$ cat src/common/tio_pkg.sv
// Constants, types and timing figures shared by the test I/O ending sequencer.
// Assumes a single 100 MHz reference clock.
package tio_pkg;
  // Clock and delay figures
  localparam int CLK_MHZ = 100;
  localparam int DESKEW_NS = 50;
  localparam int LATE_ADV_NS = 30;
  localparam int CYC_DONE_NS = 60;
  localparam int DESKEW_CYC = (DESKEW_NS * CLK_MHZ + 999) / 1000;
  localparam int LATE_ADV_CYC = (LATE_ADV_NS * CLK_MHZ + 999) / 1000;
  localparam int CYC_DONE_CYC = (CYC_DONE_NS * CLK_MHZ + 999) / 1000;
  localparam int DLY_W = 4;
  // Storage bus figures
  localparam int ADDR_W = 24;
  localparam int DATA_W = 64;
  localparam int MARK_W = 8;
  localparam int STAT_W = 16;
  localparam int STAT_LSB = 0;
  localparam logic [ADDR_W-1:0] STATUS_WORD_ADDR = 24'h000040;
  localparam logic [MARK_W-1:0] ALL_MARKS = 8'hff;
  localparam logic [1:0] CC_ZERO = 2'h0;
  localparam logic [1:0] CC_ONE = 2'h1;
endpackage

$ cat src/tio_status_store.sv
`timescale 1ns/1ps
// Ending sequencer for a test I/O instruction: device-available and status-store paths.
// Assumes processor and storage bus controller pins are asynchronous; sampled twice.
// What this block does
// - Device-available path drives condition code zero
// - Accept on zero status, seq five, test latch
// - Request drop clears setup, test, seq five
// - Status word stored at location 64
// - Four conditions enter status-store path
// - Interrupt clears polling, stops clock unless seq three or four, remembers
// - Remember-interrupt clears control-unit-busy latch
// - Pseudo accept from interrupt, test, no reset
// - Pseudo accept raises storage request, address, cycle
// - Response sets latched address, clears suppress-out
// - During response drive address, marks, parity, store
// - Data request puts status out, drops request
// - Status bytes in place, zeros elsewhere
// - Accept sets latch, clears interrupt and request
// - Advance clears accept; late pulse ends cycle
// - After remember clears, code one then release
// - Request drop clears latches; late pulse clears address
// - Nonzero status after disconnect takes store path
module tio_status_store
  import tio_pkg::*;
(
  input wire logic REF_CLK,
  input wire logic RST,
  input wire logic TEST_IO,
  input wire logic SELECT_CHANNEL,
  input wire logic OPERATIONAL_IN,
  input wire logic STATUS_IN,
  input wire logic SETUP_SET,
  input wire logic STATUS_DONE,
  input wire logic [STAT_W-1:0] STATUS_BITS,
  input wire logic CHAN_CTRL_CHECK,
  input wire logic CU_BUSY,
  input wire logic IFC_CHECK,
  input wire logic IFC_RESET,
  input wire logic SEQ_3_OR_4,
  input wire logic POLL_INT_SET,
  input wire logic STORAGE_RESPONSE,
  input wire logic STORAGE_DATA_REQ,
  input wire logic STORAGE_ACCEPT,
  input wire logic STORAGE_ADVANCE,
  output logic [1:0] CONDITION_CODE,
  output logic RELEASE,
  output logic STORAGE_REQUEST,
  output logic [ADDR_W-1:0] STORAGE_ADDRESS_LINES,
  output logic [MARK_W-1:0] STORAGE_MARKS,
  output logic STORAGE_PROTECT_PARITY,
  output logic STORE_CMD,
  output logic [DATA_W-1:0] STORAGE_DATA_IN_LINES,
  output logic CLOCK_RUN,
  output logic POLLING,
  output logic SUPPRESS_OUT,
  output logic CU_BUSY_LATCH
);
  localparam int NIN = 16;

  typedef enum {
    S_IDLE,
    S_ACCEPT,
    S_DESKEW,
    S_DONE
  } end_t;

  typedef struct packed {
    end_t phase;
    logic setup;
    logic test_io;
    logic seq5;
    logic intr;
    logic poll_int;
    logic remember;
    logic cu_busy;
    logic pseudo;
    logic isr;
    logic fixed_addr;
    logic fixed_latched;
    logic stor_cycle;
    logic acc;
    logic suppress;
    logic clk_run;
    logic polling;
    logic adv_q;
    logic [DLY_W-1:0] dly;
    logic [STAT_W-1:0] stat;
    logic [1:0] cc;
    logic rel;
    logic req;
    logic [ADDR_W-1:0] addr;
    logic [MARK_W-1:0] marks;
    logic parity;
    logic store;
    logic [DATA_W-1:0] data;
  } state_t;

  state_t st_ff, nxt_st;
  logic [NIN-1:0] raw_in, syn_in;
  logic [STAT_W-1:0] stat_syn;
  logic t_io, sel_ch, op_in, st_in, setup_set, st_done, cck, cub, icc;
  logic ifr, seq34, poll_set, resp, dreq, s_acc, s_adv;
  logic late_adv, cyc_done, adv_rise;

  // Gather pin levels for the synchroniser
  assign raw_in = {TEST_IO, SELECT_CHANNEL, OPERATIONAL_IN, STATUS_IN, SETUP_SET,
                   STATUS_DONE, CHAN_CTRL_CHECK, CU_BUSY, IFC_CHECK, IFC_RESET,
                   SEQ_3_OR_4, POLL_INT_SET, STORAGE_RESPONSE, STORAGE_DATA_REQ,
                   STORAGE_ACCEPT, STORAGE_ADVANCE};

  tio_sync #(.W(NIN)) u_sync_ctl (
    .clk(REF_CLK),
    .rst(RST),
    .d(raw_in),
    .q(syn_in)
  );

  tio_sync #(.W(STAT_W)) u_sync_stat (
    .clk(REF_CLK),
    .rst(RST),
    .d(STATUS_BITS),
    .q(stat_syn)
  );

  assign {t_io, sel_ch, op_in, st_in, setup_set, st_done, cck, cub, icc, ifr, seq34,
          poll_set, resp, dreq, s_acc, s_adv} = syn_in;

  // Edge of the advance pulse, and its delayed copies
  assign adv_rise = s_adv & ~st_ff.adv_q;

  tio_delay #(.CYC(LATE_ADV_CYC)) u_late_adv (
    .clk(REF_CLK),
    .rst(RST),
    .pulse_in(adv_rise),
    .pulse_out(late_adv)
  );

  tio_delay #(.CYC(CYC_DONE_CYC)) u_cyc_done (
    .clk(REF_CLK),
    .rst(RST),
    .pulse_in(adv_rise),
    .pulse_out(cyc_done)
  );

  // Status word image: status bits in their own byte lanes, zeros elsewhere
  function automatic logic [DATA_W-1:0] status_word(input logic [STAT_W-1:0] s);
    logic [DATA_W-1:0] w;
    w = '0;
    w[STAT_LSB +: STAT_W] = s;
    return w;
  endfunction

  // Sequencer next state
  always_comb begin
    nxt_st = st_ff;
    // Latch the test request and setup while the instruction is up
    if (t_io) begin
      nxt_st.test_io = 1'b1;
    end
    if (setup_set && t_io) begin
      nxt_st.setup = 1'b1;
    end
    if (poll_set) begin
      nxt_st.poll_int = 1'b1;
    end
    if (cub) begin
      nxt_st.cu_busy = 1'b1;
    end
    if (icc) begin
      nxt_st.suppress = 1'b1;
    end
    // A new instruction starts from clean status bytes, never stale ones
    if (t_io && !st_ff.test_io) begin
      nxt_st.stat = '0;
    end
    // Capture status once the control unit disconnects
    if (st_done && !op_in && !st_in) begin
      nxt_st.seq5 = st_ff.test_io;
      nxt_st.stat = stat_syn;
    end
    // Entry into the status-store path
    if (st_ff.test_io && !st_ff.intr && !st_ff.remember &&
        (cck || cub || icc ||
         (st_done && !op_in && !st_in && stat_syn != '0))) begin
      nxt_st.intr = 1'b1;
    end
    // Interrupt side effects
    if (st_ff.intr) begin
      nxt_st.poll_int = 1'b0;
      nxt_st.seq5 = 1'b0;
      nxt_st.remember = 1'b1;
      if (!seq34) begin
        nxt_st.clk_run = 1'b0;
      end
      if (st_ff.test_io && !ifr) begin
        nxt_st.pseudo = 1'b1;
      end
    end
    if (st_ff.remember) begin
      nxt_st.cu_busy = 1'b0;
    end
    // Pseudo accept raises the storage request
    // Only while the interrupt is pending, so one store per instruction
    if (st_ff.pseudo && st_ff.intr && !st_ff.acc && !st_ff.fixed_latched) begin
      nxt_st.isr = 1'b1;
    end
    if (st_ff.isr) begin
      nxt_st.fixed_addr = 1'b1;
      nxt_st.stor_cycle = 1'b1;
    end
    // Request rises once per store and stays down after the data request
    if (dreq) begin
      nxt_st.req = 1'b0;
    end else if (st_ff.isr && !st_ff.fixed_latched) begin
      nxt_st.req = 1'b1;
    end
    // Storage response drives address, marks, parity and store
    if (resp && st_ff.fixed_addr) begin
      nxt_st.fixed_latched = 1'b1;
      nxt_st.suppress = 1'b0;
    end
    nxt_st.addr = (resp && st_ff.fixed_addr) ? STATUS_WORD_ADDR : '0;
    nxt_st.marks = (resp && st_ff.fixed_latched) ? ALL_MARKS : '0;
    nxt_st.parity = resp && st_ff.remember;
    nxt_st.store = resp && st_ff.remember;
    // Data request puts the status word on the data lines
    if (dreq && st_ff.fixed_latched && st_ff.remember) begin
      nxt_st.data = status_word(st_ff.stat);
    end else begin
      nxt_st.data = '0;
    end
    // Accept from the controller
    if (s_acc && st_ff.isr) begin
      nxt_st.acc = 1'b1;
      if (st_ff.fixed_addr) begin
        nxt_st.intr = 1'b0;
      end
    end
    if (st_ff.acc) begin
      nxt_st.isr = 1'b0;
    end
    nxt_st.adv_q = s_adv;
    if (adv_rise) begin
      nxt_st.acc = 1'b0;
    end
    if (late_adv) begin
      nxt_st.stor_cycle = 1'b0;
    end
    if (!st_ff.stor_cycle && st_ff.remember && !st_ff.intr && st_ff.fixed_addr) begin
      nxt_st.remember = 1'b0;
    end
    // Late completion clears the fixed address in two steps
    if (cyc_done) begin
      nxt_st.fixed_latched = 1'b0;
    end
    if (!st_ff.fixed_latched && !st_ff.stor_cycle && !st_ff.remember &&
        st_ff.fixed_addr && !st_ff.isr) begin
      nxt_st.fixed_addr = 1'b0;
    end
    // Ending handshake toward the processor
    case (st_ff.phase)
      S_IDLE: begin
        if (st_ff.test_io && st_ff.seq5 && st_ff.stat == '0 && !st_ff.intr &&
            !op_in && !st_in) begin
          nxt_st.cc = CC_ZERO;
          nxt_st.rel = 1'b1;
          nxt_st.phase = S_ACCEPT;
        end else if (st_ff.pseudo && st_ff.remember && !nxt_st.remember) begin
          nxt_st.cc = CC_ONE;
          nxt_st.dly = DLY_W'(DESKEW_CYC - 1);
          nxt_st.phase = S_DESKEW;
        end
      end
      S_DESKEW: begin
        if (st_ff.dly == '0) begin
          nxt_st.rel = 1'b1;
          nxt_st.phase = S_DONE;
        end else begin
          nxt_st.dly = st_ff.dly - 1'b1;
        end
      end
      S_ACCEPT, S_DONE: begin
        // Code holds until the request drops
        if (!t_io) begin
          nxt_st.rel = 1'b0;
          nxt_st.cc = CC_ZERO;
          nxt_st.phase = S_IDLE;
        end
      end
      default: begin
        nxt_st.phase = S_IDLE;
      end
    endcase
    // Dropping the test request ends the instruction
    if (!t_io && st_ff.test_io && (st_ff.phase == S_ACCEPT || st_ff.phase == S_DONE)) begin
      nxt_st.setup = 1'b0;
      nxt_st.test_io = 1'b0;
      nxt_st.pseudo = 1'b0;
    end
    if (!st_ff.test_io && st_ff.seq5) begin
      nxt_st.seq5 = 1'b0;
    end
    // Clock restarts once the storage cycle is fully over
    if (!st_ff.remember && !st_ff.intr && !st_ff.fixed_addr) begin
      nxt_st.clk_run = 1'b1;
    end
    // Idle indication, registered so the pin comes from a flop
    nxt_st.polling = !nxt_st.test_io && !nxt_st.remember && !nxt_st.fixed_addr;
  end

  always_ff @(posedge REF_CLK or posedge RST) begin
    if (RST) begin
      st_ff <= '0;
      st_ff.phase <= S_IDLE;
      st_ff.clk_run <= 1'b1;
      st_ff.polling <= 1'b1;
    end else begin
      st_ff <= nxt_st;
    end
  end

  // Outputs straight from the state register
  assign CONDITION_CODE = st_ff.cc;
  assign RELEASE = st_ff.rel;
  assign STORAGE_REQUEST = st_ff.req;
  assign STORAGE_ADDRESS_LINES = st_ff.addr;
  assign STORAGE_MARKS = st_ff.marks;
  assign STORAGE_PROTECT_PARITY = st_ff.parity;
  assign STORE_CMD = st_ff.store;
  assign STORAGE_DATA_IN_LINES = st_ff.data;
  assign CLOCK_RUN = st_ff.clk_run;
  assign POLLING = st_ff.polling;
  assign SUPPRESS_OUT = st_ff.suppress;
  assign CU_BUSY_LATCH = st_ff.cu_busy;
endmodule

$ cat src/tio_delay.sv
`timescale 1ns/1ps
// Delays a one-cycle pulse by a fixed number of cycles.
// Assumes the pulse comes from logic on the same clock.
module tio_delay
  import tio_pkg::*;
#(
  parameter int CYC = 3
) (
  input wire logic clk,
  input wire logic rst,
  input wire logic pulse_in,
  output logic pulse_out
);
  typedef struct packed {
    logic [DLY_W-1:0] cnt;
    logic busy;
    logic out;
  } dly_t;
  dly_t st_ff, nxt_st;

  // Count down from the start pulse, emit once at the end
  always_comb begin
    nxt_st = st_ff;
    nxt_st.out = 1'b0;
    if (pulse_in) begin
      nxt_st.busy = 1'b1;
      nxt_st.cnt = DLY_W'(CYC - 1);
    end else if (st_ff.busy) begin
      if (st_ff.cnt == '0) begin
        nxt_st.busy = 1'b0;
        nxt_st.out = 1'b1;
      end else begin
        nxt_st.cnt = st_ff.cnt - 1'b1;
      end
    end
  end

  always_ff @(posedge clk or posedge rst) begin
    if (rst) begin
      st_ff <= '0;
    end else begin
      st_ff <= nxt_st;
    end
  end

  assign pulse_out = st_ff.out;
endmodule

$ cat src/tio_sync.sv
`timescale 1ns/1ps
// Two-flop synchroniser for a bundle of level inputs from the pins.
// Assumes inputs are asynchronous to the clock.
module tio_sync #(
  parameter int W = 1
) (
  input wire logic clk,
  input wire logic rst,
  input wire logic [W-1:0] d,
  output logic [W-1:0] q
);
  typedef struct packed {
    logic [W-1:0] s1;
    logic [W-1:0] s2;
  } sync_t;
  sync_t st_ff, nxt_st;

  // First stage feeds only the second
  always_comb begin
    nxt_st.s1 = d;
    nxt_st.s2 = st_ff.s1;
  end

  always_ff @(posedge clk or posedge rst) begin
    if (rst) begin
      st_ff <= '0;
    end else begin
      st_ff <= nxt_st;
    end
  end

  assign q = st_ff.s2;
endmodule

$ cat config.mk
export PLATFORM = sky130hd
export DESIGN_NAME = tio_status_store
export DESIGN_NICKNAME = d
export VERILOG_FILES = /design/src/common/tio_pkg.sv /design/src/tio_status_store.sv /design/src/tio_delay.sv /design/src/tio_sync.sv
export SDC_FILE = /design/constraint.sdc
export NUM_CORES = 1
export LEC_CHECK = 0
export BUFFER_PORTS_ARGS = -buffer_cell sky130_fd_sc_hd__buf_2
export CAP_MARGIN = 20
export CORE_MARGIN = 5
export CORE_UTILIZATION = 50
export DETAILED_ROUTE_END_ITERATION = 7
export PLACE_DENSITY = 0.77
export SLEW_MARGIN = 25
export SYNTH_ARGS = -nofsm -noshare
export SYNTH_HDL_FRONTEND = slang
export SYNTH_SLANG_ARGS = --single-unit
$ cat constraint.sdc
create_clock -name REF_CLK -period 5.2 [get_ports REF_CLK]
set_clock_uncertainty 0.1 [all_clocks]
set_input_delay 0.26 -clock REF_CLK [delete_from_list [all_inputs] [get_ports REF_CLK]]
set_output_delay 0.26 -clock REF_CLK [all_outputs]
set_load 0.03 [all_outputs]
==> results of run 1 <==
==> cells by family (layout without fill, tap and decap cells) <==
family          Yosys count  count (layout)
compound gates           45              45
xor+xnor                  6               6
fa+ha+maj                 5               5
buf+inv                 117             139
flops                   129             129
other cells               1              72
simple gates             96              96
==> registers in the layout, summed over array words and instances (netlist names) <==
| register | flops |
|---|---|
| CU_BUSY_LATCH | 1 |
| STORAGE_DATA_IN_LINES | 16 |
| STORAGE_REQUEST | 1 |
| st_ff | 33 |
| u_cyc_done.pulse_out | 1 |
| CONDITION_CODE | 1 |
| CLOCK_RUN | 1 |
| u_sync_stat.q | 16 |
| RELEASE | 1 |
| u_late_adv.st_ff | 5 |
| STORAGE_MARKS | 1 |
| u_sync_stat.nxt_st | 16 |
| SUPPRESS_OUT | 1 |
| u_cyc_done.st_ff | 5 |
| u_sync_ctl.q | 13 |
| POLLING | 1 |
| STORE_CMD | 1 |
| u_sync_ctl.nxt_st | 13 |
| u_late_adv.pulse_out | 1 |
| STORAGE_ADDRESS_LINES | 1 |
==> through the flow <==
stage	std cells	setup slack, ns	cell area, um2	hold slack (ns)
finish	625	3.01	5870	0.238
global route	625	2.88	5870	0.250
CTS	625	2.87	5860	0.241
detailed placement	563	2.89	5030	0.235
global placement	563	2.96	5030	0.233
floorplan	470	1.40	5310	0.191
==> placed cells by master (no fill, tap or decap), drive strengths merged, types with 8 or more instances in the layout <==
cell	count
dfrtp	127
inv	12
buf	65
nand2	14
nor2	20
a21oi	8
clkbuf	26
conb	72
a22o	16
dlygate4sd3	30
and2	19
==> routing by layer <==
layer  wire, um  global-route usage  vias to the layer above
met5          0                   0                        -
met4        123              0.0686                        0
met3        615              0.0559                       14
met2       4120               0.236                      114
met1       3440               0.185                     1376
li1           -                   -                     1331
==> power groups by stage <==
stage	clock network [W]	logic, W	registers [W]
3_5_place_dp	0	0.000623	0.00133
2_1_floorplan	0	0.000578	0.00131
3_3_place_gp	0	0.000593	0.00133
4_1_cts	0.00106	0.000647	0.00132
6_report	0.00103	0.000643	0.00132
5_1_grt	0.00111	0.000709	0.00135
==> area by class of cell <==
| class | instances | area, um2 | share of cell area |
|---|---|---|---|
| Multi-Input combinational cell | 224 | 1270 | 0.216 |
| Timing Repair Buffer | 95 | 628 | 0.107 |
| Tap cell | 133 | 166 | 0.0284 |
| Clock buffer | 26 | 468 | 0.0798 |
| Inverter | 12 | 47.5 | 0.00811 |
| Clock inverter | 6 | 58.8 | 0.0100 |
| Sequential cell | 129 | 3230 | 0.551 |
==> final timing paths <==
kind                                                 start                            endpoint  slack (ns)  cells past startpoint
setup / recovery                      st_ff[135]$_DFF_PP0_              st_ff[120]$_DFFE_PP0P_        3.01                      4
hold / removal             u_sync_stat.nxt_st[7]$_DFF_PP0_          u_sync_stat.q[7]$_DFF_PP0_        0.24                      0
setup reg to reg                      st_ff[135]$_DFF_PP0_              st_ff[120]$_DFFE_PP0P_        3.01                      4
hold reg to reg            u_sync_stat.nxt_st[7]$_DFF_PP0_          u_sync_stat.q[7]$_DFF_PP0_        0.24                      0
max in group asynchronous                              RST  STORAGE_DATA_IN_LINES[7]$_DFF_PP0_        3.38                      4
min in group asynchronous                              RST     u_sync_ctl.nxt_st[10]$_DFF_PP0_        0.32                      3
==> worst register-to-register path, stage by stage, from the launching register on <==
cell and delay, ns:
dfrtp_1 0.47, nor4b_1 0.44, nand4_1 0.29, or3_2 0.59
o21a_1 0.19
==> repair_timing <==
item                                   CTS  global route
hold buffers                            30             0
endpoints found under the hold margin   87             0
setup buffers                            0             0
==> run summary, run 1 <==
The number of nets in the layout is between 500 and 600. The first routing iteration left between 150 and 200 violations. The worst setup path is captured at a flop. The worst pin sits at a relative slew slack of 0.444. The critical path in this run is classified as flop to flop. The max capacitance violation total is 0.

The die covers ~12000 um2. The area added between synthesis and finish came out at 16.4%. After synthesis, the share of flip-flops with an asynchronous set or reset is 1.00. The first global-routing pass estimated around 14000 um of wire. The weighted congestion at the end of routability-driven global placement is around 0.77.

The initial antenna violation count is 0. In the synthesized netlist the dominant register cell turns out to be dfrtp_1. Across every metal layer, demand over resource in global routing totals 0.150. The total clock buffers created by CTS is 17. The share of layout cells above drive strength 1 is 0.201. Of the post-synthesis cell area, the dominant cell type holds 0.631.

The required arrival time at the worst endpoint came out at around 5.5 ns. The total wire length after detailed routing is around 8300 um. The critical path goes through nor4b_1, nand4_1, or3_2, o21a_1. In the routed layout, each cell is associated on average with a via count of roughly 4.5. The die is between 100 and 150 um tall.

The kind of cell adding the most delay to the critical path is simple AND/OR/NAND/NOR gates. The total via count in the routed design is 2835. The starting density of the core is 0.513. The number of buffer and inverter instances along the worst setup path is 0. The total I/O pin count came out at 140. The power per cell area came out at between 500 and 600 nW/um2. The Yosys step of the flow raised 0 warnings. The run finished with clean final reports. The total DRC errors in the routed layout came out at 0. The final HPWL from detailed placement is 5610 um. The number of detailed-routing iterations run before antenna repair is 4. In this run the number of H-tree levels came out at 4. The path class of the tightest hold or removal check is flop to flop. The remaining global-route overflow is 0. Entering global routing, the biggest net connects 72 pins. For this design the static power due to leakage is roughly 2.9 nW.

Counting distinct cell types in the post-synthesis netlist gives 48. Clock-pin slew was measured on the worst setup and hold paths at roughly 0.050 ns. The total core area is 9820 um2. STA classifies the critical path startpoint as a flop. Among all cell types in the netlist, the one instantiated most often is dfrtp_1. Of all cell types, the one taking the most synthesized area is dfrtp_1. The clock share of power came out at 0.345. By area the synthesized netlist is led by dfrtp_1, buf_4, a22o_1, and2_1, nor2_1.

In this run the remaining antenna-violating nets after routing total 0. Clock latency on the worst-skew pair, taken at its later pin, is approximately 0.52 ns. In this run the worst path has a maximum fanout of 8. The synthesized area per cell came out at approximately 13 um2. The final number of setup-violating endpoints came out at 0. The share of total power dissipated in combinational logic is 0.214. The fraction of the mapped netlist area in adder cells came out at 0.0124. The count of cells resized by post-cts repair came out at 0. For this run, the slowest stage of the critical path takes between 0.5 and 0.6 ns.

The number of antenna cells inserted is 0. The via count of the first global-routing pass came out at between 2000 and 3000. Of the post-synthesis cell area, the part taken by muxes is 0. The cell type of the slowest stage on the worst timing path is or3_2. The total count of max-transition violations in the final report came out at 0. The switching power summed over all nets is roughly 0.00093 W. The deepest clock path buffer count came out at 2. The number of port buffers came out at between 60 and 70. At the pin with the least slew margin, the transition time is around 0.83 ns. Of the total power, registers draw 0.441. The tree is rooted in a clkbuf_8. Internal power comes to about 0.0021 W. The post-synthesis simple-gate area fraction is 0.106. Of the total synthesized cell area, the portion taken by XOR and XNOR cells is 0.0104.

The synthesized area is 5040 um2. The width of the die is between 100 and 150 um. Power comes to 0.00300 W. The peak supply drop is between 0.3 and 0.4 mV.

The maximum operating frequency came out at 456 MHz. The number of flops mapped to enable cells by yosys came out at 0. The post-layout utilization of the core is 0.597. The sequential share of the synthesized area came out at 0.641. The hold violation total from the final report is 0. At the worst endpoint, the arrival time is about 2.5 ns. TritonCTS built the clock tree. Of the total power, the share spent switching nets is 0.311. After routing, the total negative slack on setup checks comes to 0 ns.

The synthesized design contains around 130 register bits. Setup repair after global routing left no endpoint under its margin. Counting instances in the post-synthesis netlist gives the leading cell types as dfrtp_1, buf_4, nor2_1. The count of fill cells added during filler insertion came out at ~750. The floorplan has 36 rows. The final clock period utilization by the worst path came out at 0.422. The wire length per cell is roughly 13 um. Counting every instance in the synthesized netlist gives approximately 400. The largest family of logic cells by synthesized area is buffers and inverters. The post-route minimum period is between 2 and 2.5 ns. The compound-gate portion of the synthesized area is 0.0670. The count of clock tree sinks came out at ~130.
No activity file was read; power rests on OpenSTA's default activity.
==> inputs of run 2 (changes only) <==
--- a/config.mk
+++ b/config.mk
@@ -5,6 +5,7 @@
 export SDC_FILE = /design/constraint.sdc
 export NUM_CORES = 1
 export LEC_CHECK = 0
+export ABC_AREA = 1
 export BUFFER_PORTS_ARGS = -buffer_cell sky130_fd_sc_hd__buf_2
 export CAP_MARGIN = 20
 export CORE_MARGIN = 5
==> constraint.sdc (replaced) <==
create_clock -name REF_CLK -period 2.2 [get_ports REF_CLK]
set_clock_uncertainty 0.1 [all_clocks]
set_input_delay 0.11 -clock REF_CLK [delete_from_list [all_inputs] [get_ports REF_CLK]]
set_output_delay 0.11 -clock REF_CLK [all_outputs]
set_load 0.03 [all_outputs]
==> run 2 against run 1 <==
Against the previous run: worst setup slack got worse by 2.4 ns; sequential cell count unchanged; final area increased by 4.8%; maximum frequency increased by 42%; clock-buffer cell count decreased by 8; area after synthesis increased by 3.0%; wire length increased by 6.3%; power increased to 2.7 times the previous value; critical path type unchanged; largest cell class unchanged.
==> run summary, run 2 <==
The final number of setup-violating endpoints came to 0 (unchanged). The commonest cells after synthesis are dfrtp_1, buf_4, nand2_1. The synthesized design spends more area on one cell type than any other, namely dfrtp_1.

The setup fix buffers added after clock tree synthesis was 0 (unchanged). The delay contributed by the slowest stage of the critical path was 0.38 ns (-0.21 ns). Among all flip-flop cells after synthesis, the most frequent one is dfrtp_1.

The total I/O pin count was 140 (unchanged). The initial antenna violation count came to 0 (unchanged). Clock tree synthesis selected as its root buffer the cell clkbuf_8. The hold violation total from the final report came to 0 (unchanged). The number of detailed-routing iterations run before antenna repair is 4 (unchanged). The top cell types in the final layout, fill and taps aside, are dfrtp_1, conb_1, buf_2, nand2_1, nor2_1. The post-synthesis register bit count is 129 (unchanged). The worst setup path is captured at a flop. The total clock buffers created by CTS was 17 (unchanged). The actual transition at the worst max-transition pin is 0.645 ns (-0.189 ns).

The number of antenna cells inserted came out at 0 (unchanged). The number of distinct standard cells referenced by the synthesized netlist came out at 31 (-35%). The final total power came out at 0.00798 W (+170%). TritonCTS built the clock tree. The count of fill cells added during filler insertion is 773 (+3.3%). The count of cells resized by post-cts repair is 0 (unchanged). The maximum number of pins on one net before global-route repair came out at 130 (+81%). The flip-flop count of the largest register, all copies and words added is 33 (unchanged). The deepest clock path buffer count came out at 2 (unchanged). The number of buffer and inverter instances along the worst setup path came out at 2 (+2).

The via count of the first global-routing pass is 3147 (+11%). The hold-fix buffer count after cts is 30 (unchanged). The launching element type of the critical path is a flop. The max capacitance violation total came to 0 (unchanged). The share of layout cells above drive strength 1 was 0.210 (+0.00904). The total DRC errors in the routed layout came out at 0 (unchanged). The number of placed cells counting well taps came out at 659 (+17%). The wire length per cell came out at 12.2 um (-7.8%). The total number of yosys warnings came out at 0 (unchanged).

The first-pass GRT wire length came out at 14700 um (+8.1%). The number of standard-cell rows in the floorplan is 37 (+2.8%). The number of flops mapped to enable cells by yosys is 0 (unchanged).

The share of async-settable or async-resettable flops after synthesis came to 1.00 (unchanged). The synthesized area per cell was 10.6 um2 (-16%). Counting flops per register, the top entry is st_ff. The final standard cell area without fillers is 6140 um2 (+4.8%). Compared with the post-synthesis result, the final layout area differs by 18.4%.

The combined global-route utilization of all metal layers is 0.150 (+0.000207). The weighted congestion at the end of routability-driven global placement came to 0.794 (+2.8%). The ratio of routed vias to standard cells came out at 4.36 (-4.0%). The data arrival time of the critical path came out at 1.86 ns (-0.64 ns).

The sequential share of the synthesized area is 0.622 (-0.0189). The slowest stage of the critical path is the dfrtp_1 cell. The instance area after placement is 5200 um2 (+3.5%). Setup repair after global routing left no endpoint under its margin. The run finished with clean final reports.

Yosys attributes the largest share of cell area to dfrtp_1, buf_4, nand2_1, nor2_1, inv_1. The y dimension of the die came out at 112 um (+1.4%). The peak supply drop is 0.783 mV (+150%).

The synthesized area is 5190 um2 (+3.0%). The final clock period utilization by the worst path came out at 0.703 (+0.281). The required arrival time at the worst endpoint came out at 2.51 ns (-2.99 ns). The post-route minimum period came out at 1.55 ns (-0.646 ns). The number of port buffers is 64 (unchanged).

The insertion delay of the later-clocked pin in the worst-skew pair is 0.52 ns (about the same). The cell that appears most often on the critical path is nand2_1. The number of nets in the layout came out at 611 (+18%). The total count of max-transition violations in the final report came to 0 (unchanged). The final HPWL from detailed placement is 5780 um (+3.0%).

The number of nets still failing antenna checks after routing is 0 (unchanged). In this run the worst hold path is classified as input port to flop. The signal on the critical path passes through inv_1, ha_1, nand2_1, o21ai_2, nand2_1, inv_2, nand2_1, nand2_1, nand2_1. The starting density of the core is 0.507 (-0.00573). The count of clock tree sinks is 129 (unchanged). The die area is 12500 um2 (+2.8%). The cell family contributing the most delay on the critical path is simple AND/OR/NAND/NOR gates.

The clock transition at the register clock pins on the worst setup and hold paths after CTS came out at 0.06 ns (about the same). The leakage power total came out at 3.17 nW (+8.3%). The number of instances in the synthesized netlist came to 491 (+23%). The depth of the CTS H-tree is 4 (unchanged). The final sum of negative setup slack is 0 ns (unchanged). The total wire length after detailed routing is 8830 um (+6.3%).

The number of DRC violations after detailed-routing iteration 0 is 190 (+6.1%). The setup slack of the most critical reg-to-reg path was 0.65 ns (-2.35 ns). The area share of the largest cell type after synthesis is 0.612 (-0.0185). The maximum operating frequency came to 647 MHz (+42%). The number of standard cells in the layout, taps in and fillers out is 721 (+15%).

The remaining global-route overflow came out at 0 (unchanged). The total core area is 10200 um2 (+4.2%). The normalized max-slew margin came out at 0.569 (+0.125). The commonest non-fill, non-tap cell in the layout is dfrtp_1.

The total via count in the routed design came out at 3140 (+11%). The final hold slack came out at 0.127 ns (-0.111 ns). The class of the most critical setup path is flop to flop. The power per cell area is 1300 nW/um2 (+150%). The most frequently used cell type in the post-synthesis netlist is dfrtp_1. The width of the die was 112 um (+1.4%).

The maximum net fanout on the critical path is 4 (-4).
run 2: cell count changes in the layout (fill, tap and decap cells not counted), sizes merged, moves of 4 or more:
cell and change:
nand2 +55, bufinv +4, clkinvlp +5, nor4 -6, nand2b -4, clkbuf -8, nand3 +12, and2 -19
inv +40, o21ai +21, nor2 +39, a22o -16
run 2: per-layer routing:
| layer | routed length, um | global-route usage | vias to the layer above | share of wire |
|---|---|---|---|---|
| met2 | 4290 | 0.241 | 139 | 0.49 |
| met3 | 700 | 0.0576 | 16 | 0.079 |
| met5 | 0 | 0 | - | 0 |
| li1 | - | - | 1512 | - |
| met1 | 3660 | 0.181 | 1473 | 0.41 |
| met4 | 175 | 0.0689 | 0 | 0.020 |
run 2: final cells by class:
type	instances	area (um2)	share of cell area
clock inverter	14	213	0.0346
tap	136	170	0.0277
inverter	53	205	0.0334
timing repair buffer	95	641	0.104
clock buffer	18	428	0.0696
sequential	129	3230	0.526
multi-input combinational	276	1260	0.205
run 2: cells by family (layout without fill, tap and decap cells):
kind of cell / Yosys count / in the layout / synth area share
and+or+nand+nor: 157 / 157 / 0.134
buffers and inverters: 157 / 180 / 0.187
DFF: 129 / 129 / 0.622
AOI/OAI and AO/OA: 41 / 41 / 0.0429
adders and majority gates: 5 / 5 / 0.0121
other: 1 / 72 / 0.000722
xor gates and xnor gates: 1 / 1 / 0.00169
run 2: worst register-to-register path, delay by kind of cell, from the launching register on:
kind | cells | cell delay [ns]
AO/OA/AOI/OAI | 1 | 0.18
adder cells (fa/ha/maj) | 1 | 0.17
buffers and inverters | 2 | 0.19
flip-flops | 1 | 0.38
AND/OR/NAND/NOR | 5 | 0.42
run 2: stage by stage:
step	setup slack (ns)	utilization
6_report	0.654	0.601
5_1_grt	0.535	0.601
4_1_cts	0.658	0.601
3_5_place_dp	0.665	0.509
3_3_place_gp	0.747	0.509
2_1_floorplan	0.396	-
run 2: path summary, 6_finish.rpt:
kind | depth (start not counted) | start | end
worst max register to register | 9 | st_ff[118]$_DFFE_PP0P_ | st_ff[140]$_DFFE_PP0P_
max in group asynchronous | 4 | RST | st_ff[118]$_DFFE_PP0P_
worst max-delay path | 9 | st_ff[118]$_DFFE_PP0P_ | st_ff[140]$_DFFE_PP0P_
worst min-delay path | 2 | TEST_IO | u_sync_ctl.nxt_st[15]$_DFF_PP0_
worst min register to register | 0 | u_sync_stat.nxt_st[11]$_DFF_PP0_ | u_sync_stat.q[11]$_DFF_PP0_
min in group asynchronous | 4 | RST | u_sync_stat.nxt_st[8]$_DFF_PP0_
run 2: power by group:
part           internal, W  switching (W)
clock network      0.00198       0.000991
registers          0.00281       0.000259
logic             0.000576        0.00137
total              0.00536        0.00262
==> inputs of run 3 (changes only) <==
==> constraint.sdc (replaced) <==
create_clock -name REF_CLK -period 1.59 [get_ports REF_CLK]
set_clock_uncertainty 0.1 [all_clocks]
set_input_delay 0.0795 -clock REF_CLK [delete_from_list [all_inputs] [get_ports REF_CLK]]
set_output_delay 0.0795 -clock REF_CLK [all_outputs]
set_load 0.03 [all_outputs]
==> run 3 against run 2 <==
Against the previous run: maximum frequency increased by 4.2%; sequential cell count unchanged; wire length decreased by 0.34%; via count increased by 1.7%; combinational power increased by 44%; core utilization increased by 0.76 points; critical endpoint unchanged.
==> run summary, run 3 (same netlist as run 2, synthesis figures left out) <==
Clock tree synthesis selected as its root buffer the cell clkbuf_8. Setup repair after global routing left no endpoint under its margin. The cell-internal power came to 0.00713 W (+33%). The required arrival time at the worst endpoint is 1.90 ns (-0.61 ns).

The final hold slack is 0.0718 ns (-0.0556 ns). The final standard cell area without fillers is 6220 um2 (+1.3%). The hold violation total from the final report is 0 (unchanged). The width of the die is 112 um (unchanged). The max capacitance violation total was 0 (unchanged). The y dimension of the die is 112 um (unchanged).

The number of DRC violations after detailed-routing iteration 0 came out at 152 (-20%). The first-pass GRT wire length was 14900 um (+1.5%). The power per cell area is 1720 nW/um2 (+33%). The worst hold path belongs to the class input port to asynchronous set/reset pin.

The final number of setup-violating endpoints is 0 (unchanged). The maximum number of pins on one net before global-route repair is 26 (-80%). The actual transition at the worst max-transition pin is 0.582 ns (-0.0633 ns). The ratio of routed vias to standard cells came out at 4.37 (+0.33%). The number of nets in the layout came out at 621 (+1.6%). STA classifies the critical path endpoint as a flop. The wire length per cell is 12.0 um (-1.7%). The insertion delay of the later-clocked pin in the worst-skew pair was 0.52 ns (about the same). The via count of the first global-routing pass came out at 3234 (+2.8%). The class of the most critical setup path is flop to flop. The data arrival time of the critical path is 1.79 ns (-0.07 ns). The combined global-route utilization of all metal layers is 0.151 (+0.000976). The number of port buffers came out at 64 (unchanged).

STA classifies the critical path startpoint as a flop. The depth of the CTS H-tree was 4 (unchanged). The switching power summed over all nets came out at 0.00360 W (+37%). The total via count in the routed design came to 3194 (+1.7%). The deepest clock path buffer count is 2 (unchanged). The final clock period utilization by the worst path is 0.934 (+0.231). The post-route minimum period is 1.48 ns (-0.0618 ns). The area added between synthesis and finish came out at 19.9%. The maximum operating frequency is 674 MHz (+4.2%). The post-layout utilization of the core came out at 0.608 (+0.00758).

The total wire length after detailed routing is 8800 um (-0.34%). The sequential fraction of design power is 0.396 (+0.012). The total I/O pin count was 140 (unchanged). The number of antenna cells inserted is 0 (unchanged). The commonest non-fill, non-tap cell in the layout is dfrtp_1.

The maximum net fanout on the critical path came out at 4 (unchanged). The flow ran to the end, and the final reports show no timing, DRC or antenna violations. The total core area came out at 10200 um2 (unchanged). The peak supply drop is 1.26 mV (+61%). The initial antenna violation count came out at 0 (unchanged). The clock share of power is 0.343 (-0.029). The final HPWL from detailed placement came out at 6070 um (+5.0%). The number of standard-cell rows in the floorplan is 37 (unchanged).

In the layout the commonest cells are dfrtp_1, conb_1, buf_2, nand2_1, nor2_1. The number of nets still failing antenna checks after routing was 0 (unchanged). The starting density of the core is 0.507 (unchanged).

The die area came to 12500 um2 (unchanged). The startpoint identified for the worst register-to-register timing path is st_ff[118]$_DFFE_PP0P_. The placement-stage worst setup slack came to 0.120 ns (-0.544 ns). The instance area after placement is 5320 um2 (+2.3%). The CTS tree is built. The leakage power total came out at 3.22 nW (+1.5%). The flip-flop count of the largest register, all copies and words added came to 33 (unchanged). The count of clock tree sinks is 129 (unchanged). The number of detailed-routing iterations run before antenna repair came out at 5 (+1). The share of layout cells above drive strength 1 came out at 0.229 (+0.0183). The normalized max-slew margin came out at 0.611 (+0.0426).

The switching share of power is 0.335 (+0.00687). The remaining global-route overflow came out at 0 (unchanged). The weighted congestion at the end of routability-driven global placement was 0.847 (+6.7%).

st_ff holds more flip-flops than any other register. The total DRC errors in the routed layout is 0 (unchanged). The proportion of power drawn by combinational gates came to 0.261 (+0.017).

The total count of max-transition violations in the final report is 0 (unchanged). The final worst slack is 0.105 ns (-0.548 ns). The clock transition at the register clock pins on the worst setup and hold paths after CTS came out at 0.06 ns (about the same). The total clock buffers created by CTS came out at 17 (unchanged). Tracing the worst setup path back leads to its startpoint at st_ff[118]$_DFFE_PP0P_. The count of fill cells added during filler insertion is 763 (-1.3%). The final sum of negative setup slack came out at 0 ns (unchanged).
==> run 3: timing repair <==
action	CTS	global route
setup endpoints to repair	0	5
endpoints found under the hold margin	156	0
hold buffers	30	0
setup buffers	0	1
resized for setup	0	4
==> run 3: worst paths after layout <==
kind | endpoint | slack, ns | cells past startpoint
min reg2reg | u_sync_stat.q[7]$_DFF_PP0_ | 0.24 | 0
max reg2reg | st_ff[140]$_DFFE_PP0P_ | 0.11 | 9
max in group asynchronous | POLLING$_DFF_PP1_ | 0.75 | 4
min in group REF_CLK | u_sync_stat.nxt_st[8]$_DFF_PP0_ | 0.10 | 2
min | u_sync_stat.nxt_st[8]$_DFF_PP0_ | 0.07 | 3
max | st_ff[140]$_DFFE_PP0P_ | 0.11 | 9
==> run 3: worst max-delay path, cell delays in order, from the launching register on <==
cell	delay (ns)
dfrtp_1	0.38
inv_1	0.10
ha_1	0.18
nand2_2	0.10
o21ai_2	0.18
nand2_2	0.09
inv_2	0.09
nand2_1	0.06
nand2_1	0.05
nand2_1	0.05
==> run 3: stage by stage <==
step | total power, W | cells
floorplan | 0.00662 | 562
global placement | 0.00682 | 668
detailed placement | 0.00695 | 668
CTS | 0.0107 | 730
global route | 0.0114 | 731
finish | 0.0107 | 731
==> run 3: metal layers <==
layer | track usage | wire (um) | part of all wire | vias to the layer above
li1 | - | - | - | 1531
met1 | 0.177 | 3500 | 0.40 | 1513
met2 | 0.256 | 4410 | 0.50 | 139
met3 | 0.0560 | 748 | 0.085 | 11
met4 | 0.0560 | 137 | 0.016 | 0
met5 | 0 | 0 | 0 | -
==> run 3: final cells by class <==
cell class / instances / area (um2) / area share
clock inverters: 10 / 108 / 0.0173
clock buffers: 22 / 473 / 0.0760
repair buffers: 105 / 766 / 0.123
flip-flops and latches: 129 / 3230 / 0.519
multi-input cells: 276 / 1270 / 0.204
well taps: 136 / 170 / 0.0273
inverters: 53 / 205 / 0.0330
==> run 3: power groups by stage <==
stage	clock network (W)	registers [W]	logic, W
floorplan	0	0.00428	0.00235
global placement	0	0.00426	0.00256
detailed placement	0	0.00429	0.00266
CTS	0.00374	0.00425	0.00275
global route	0.00391	0.00433	0.00313
finish	0.00368	0.00425	0.00280
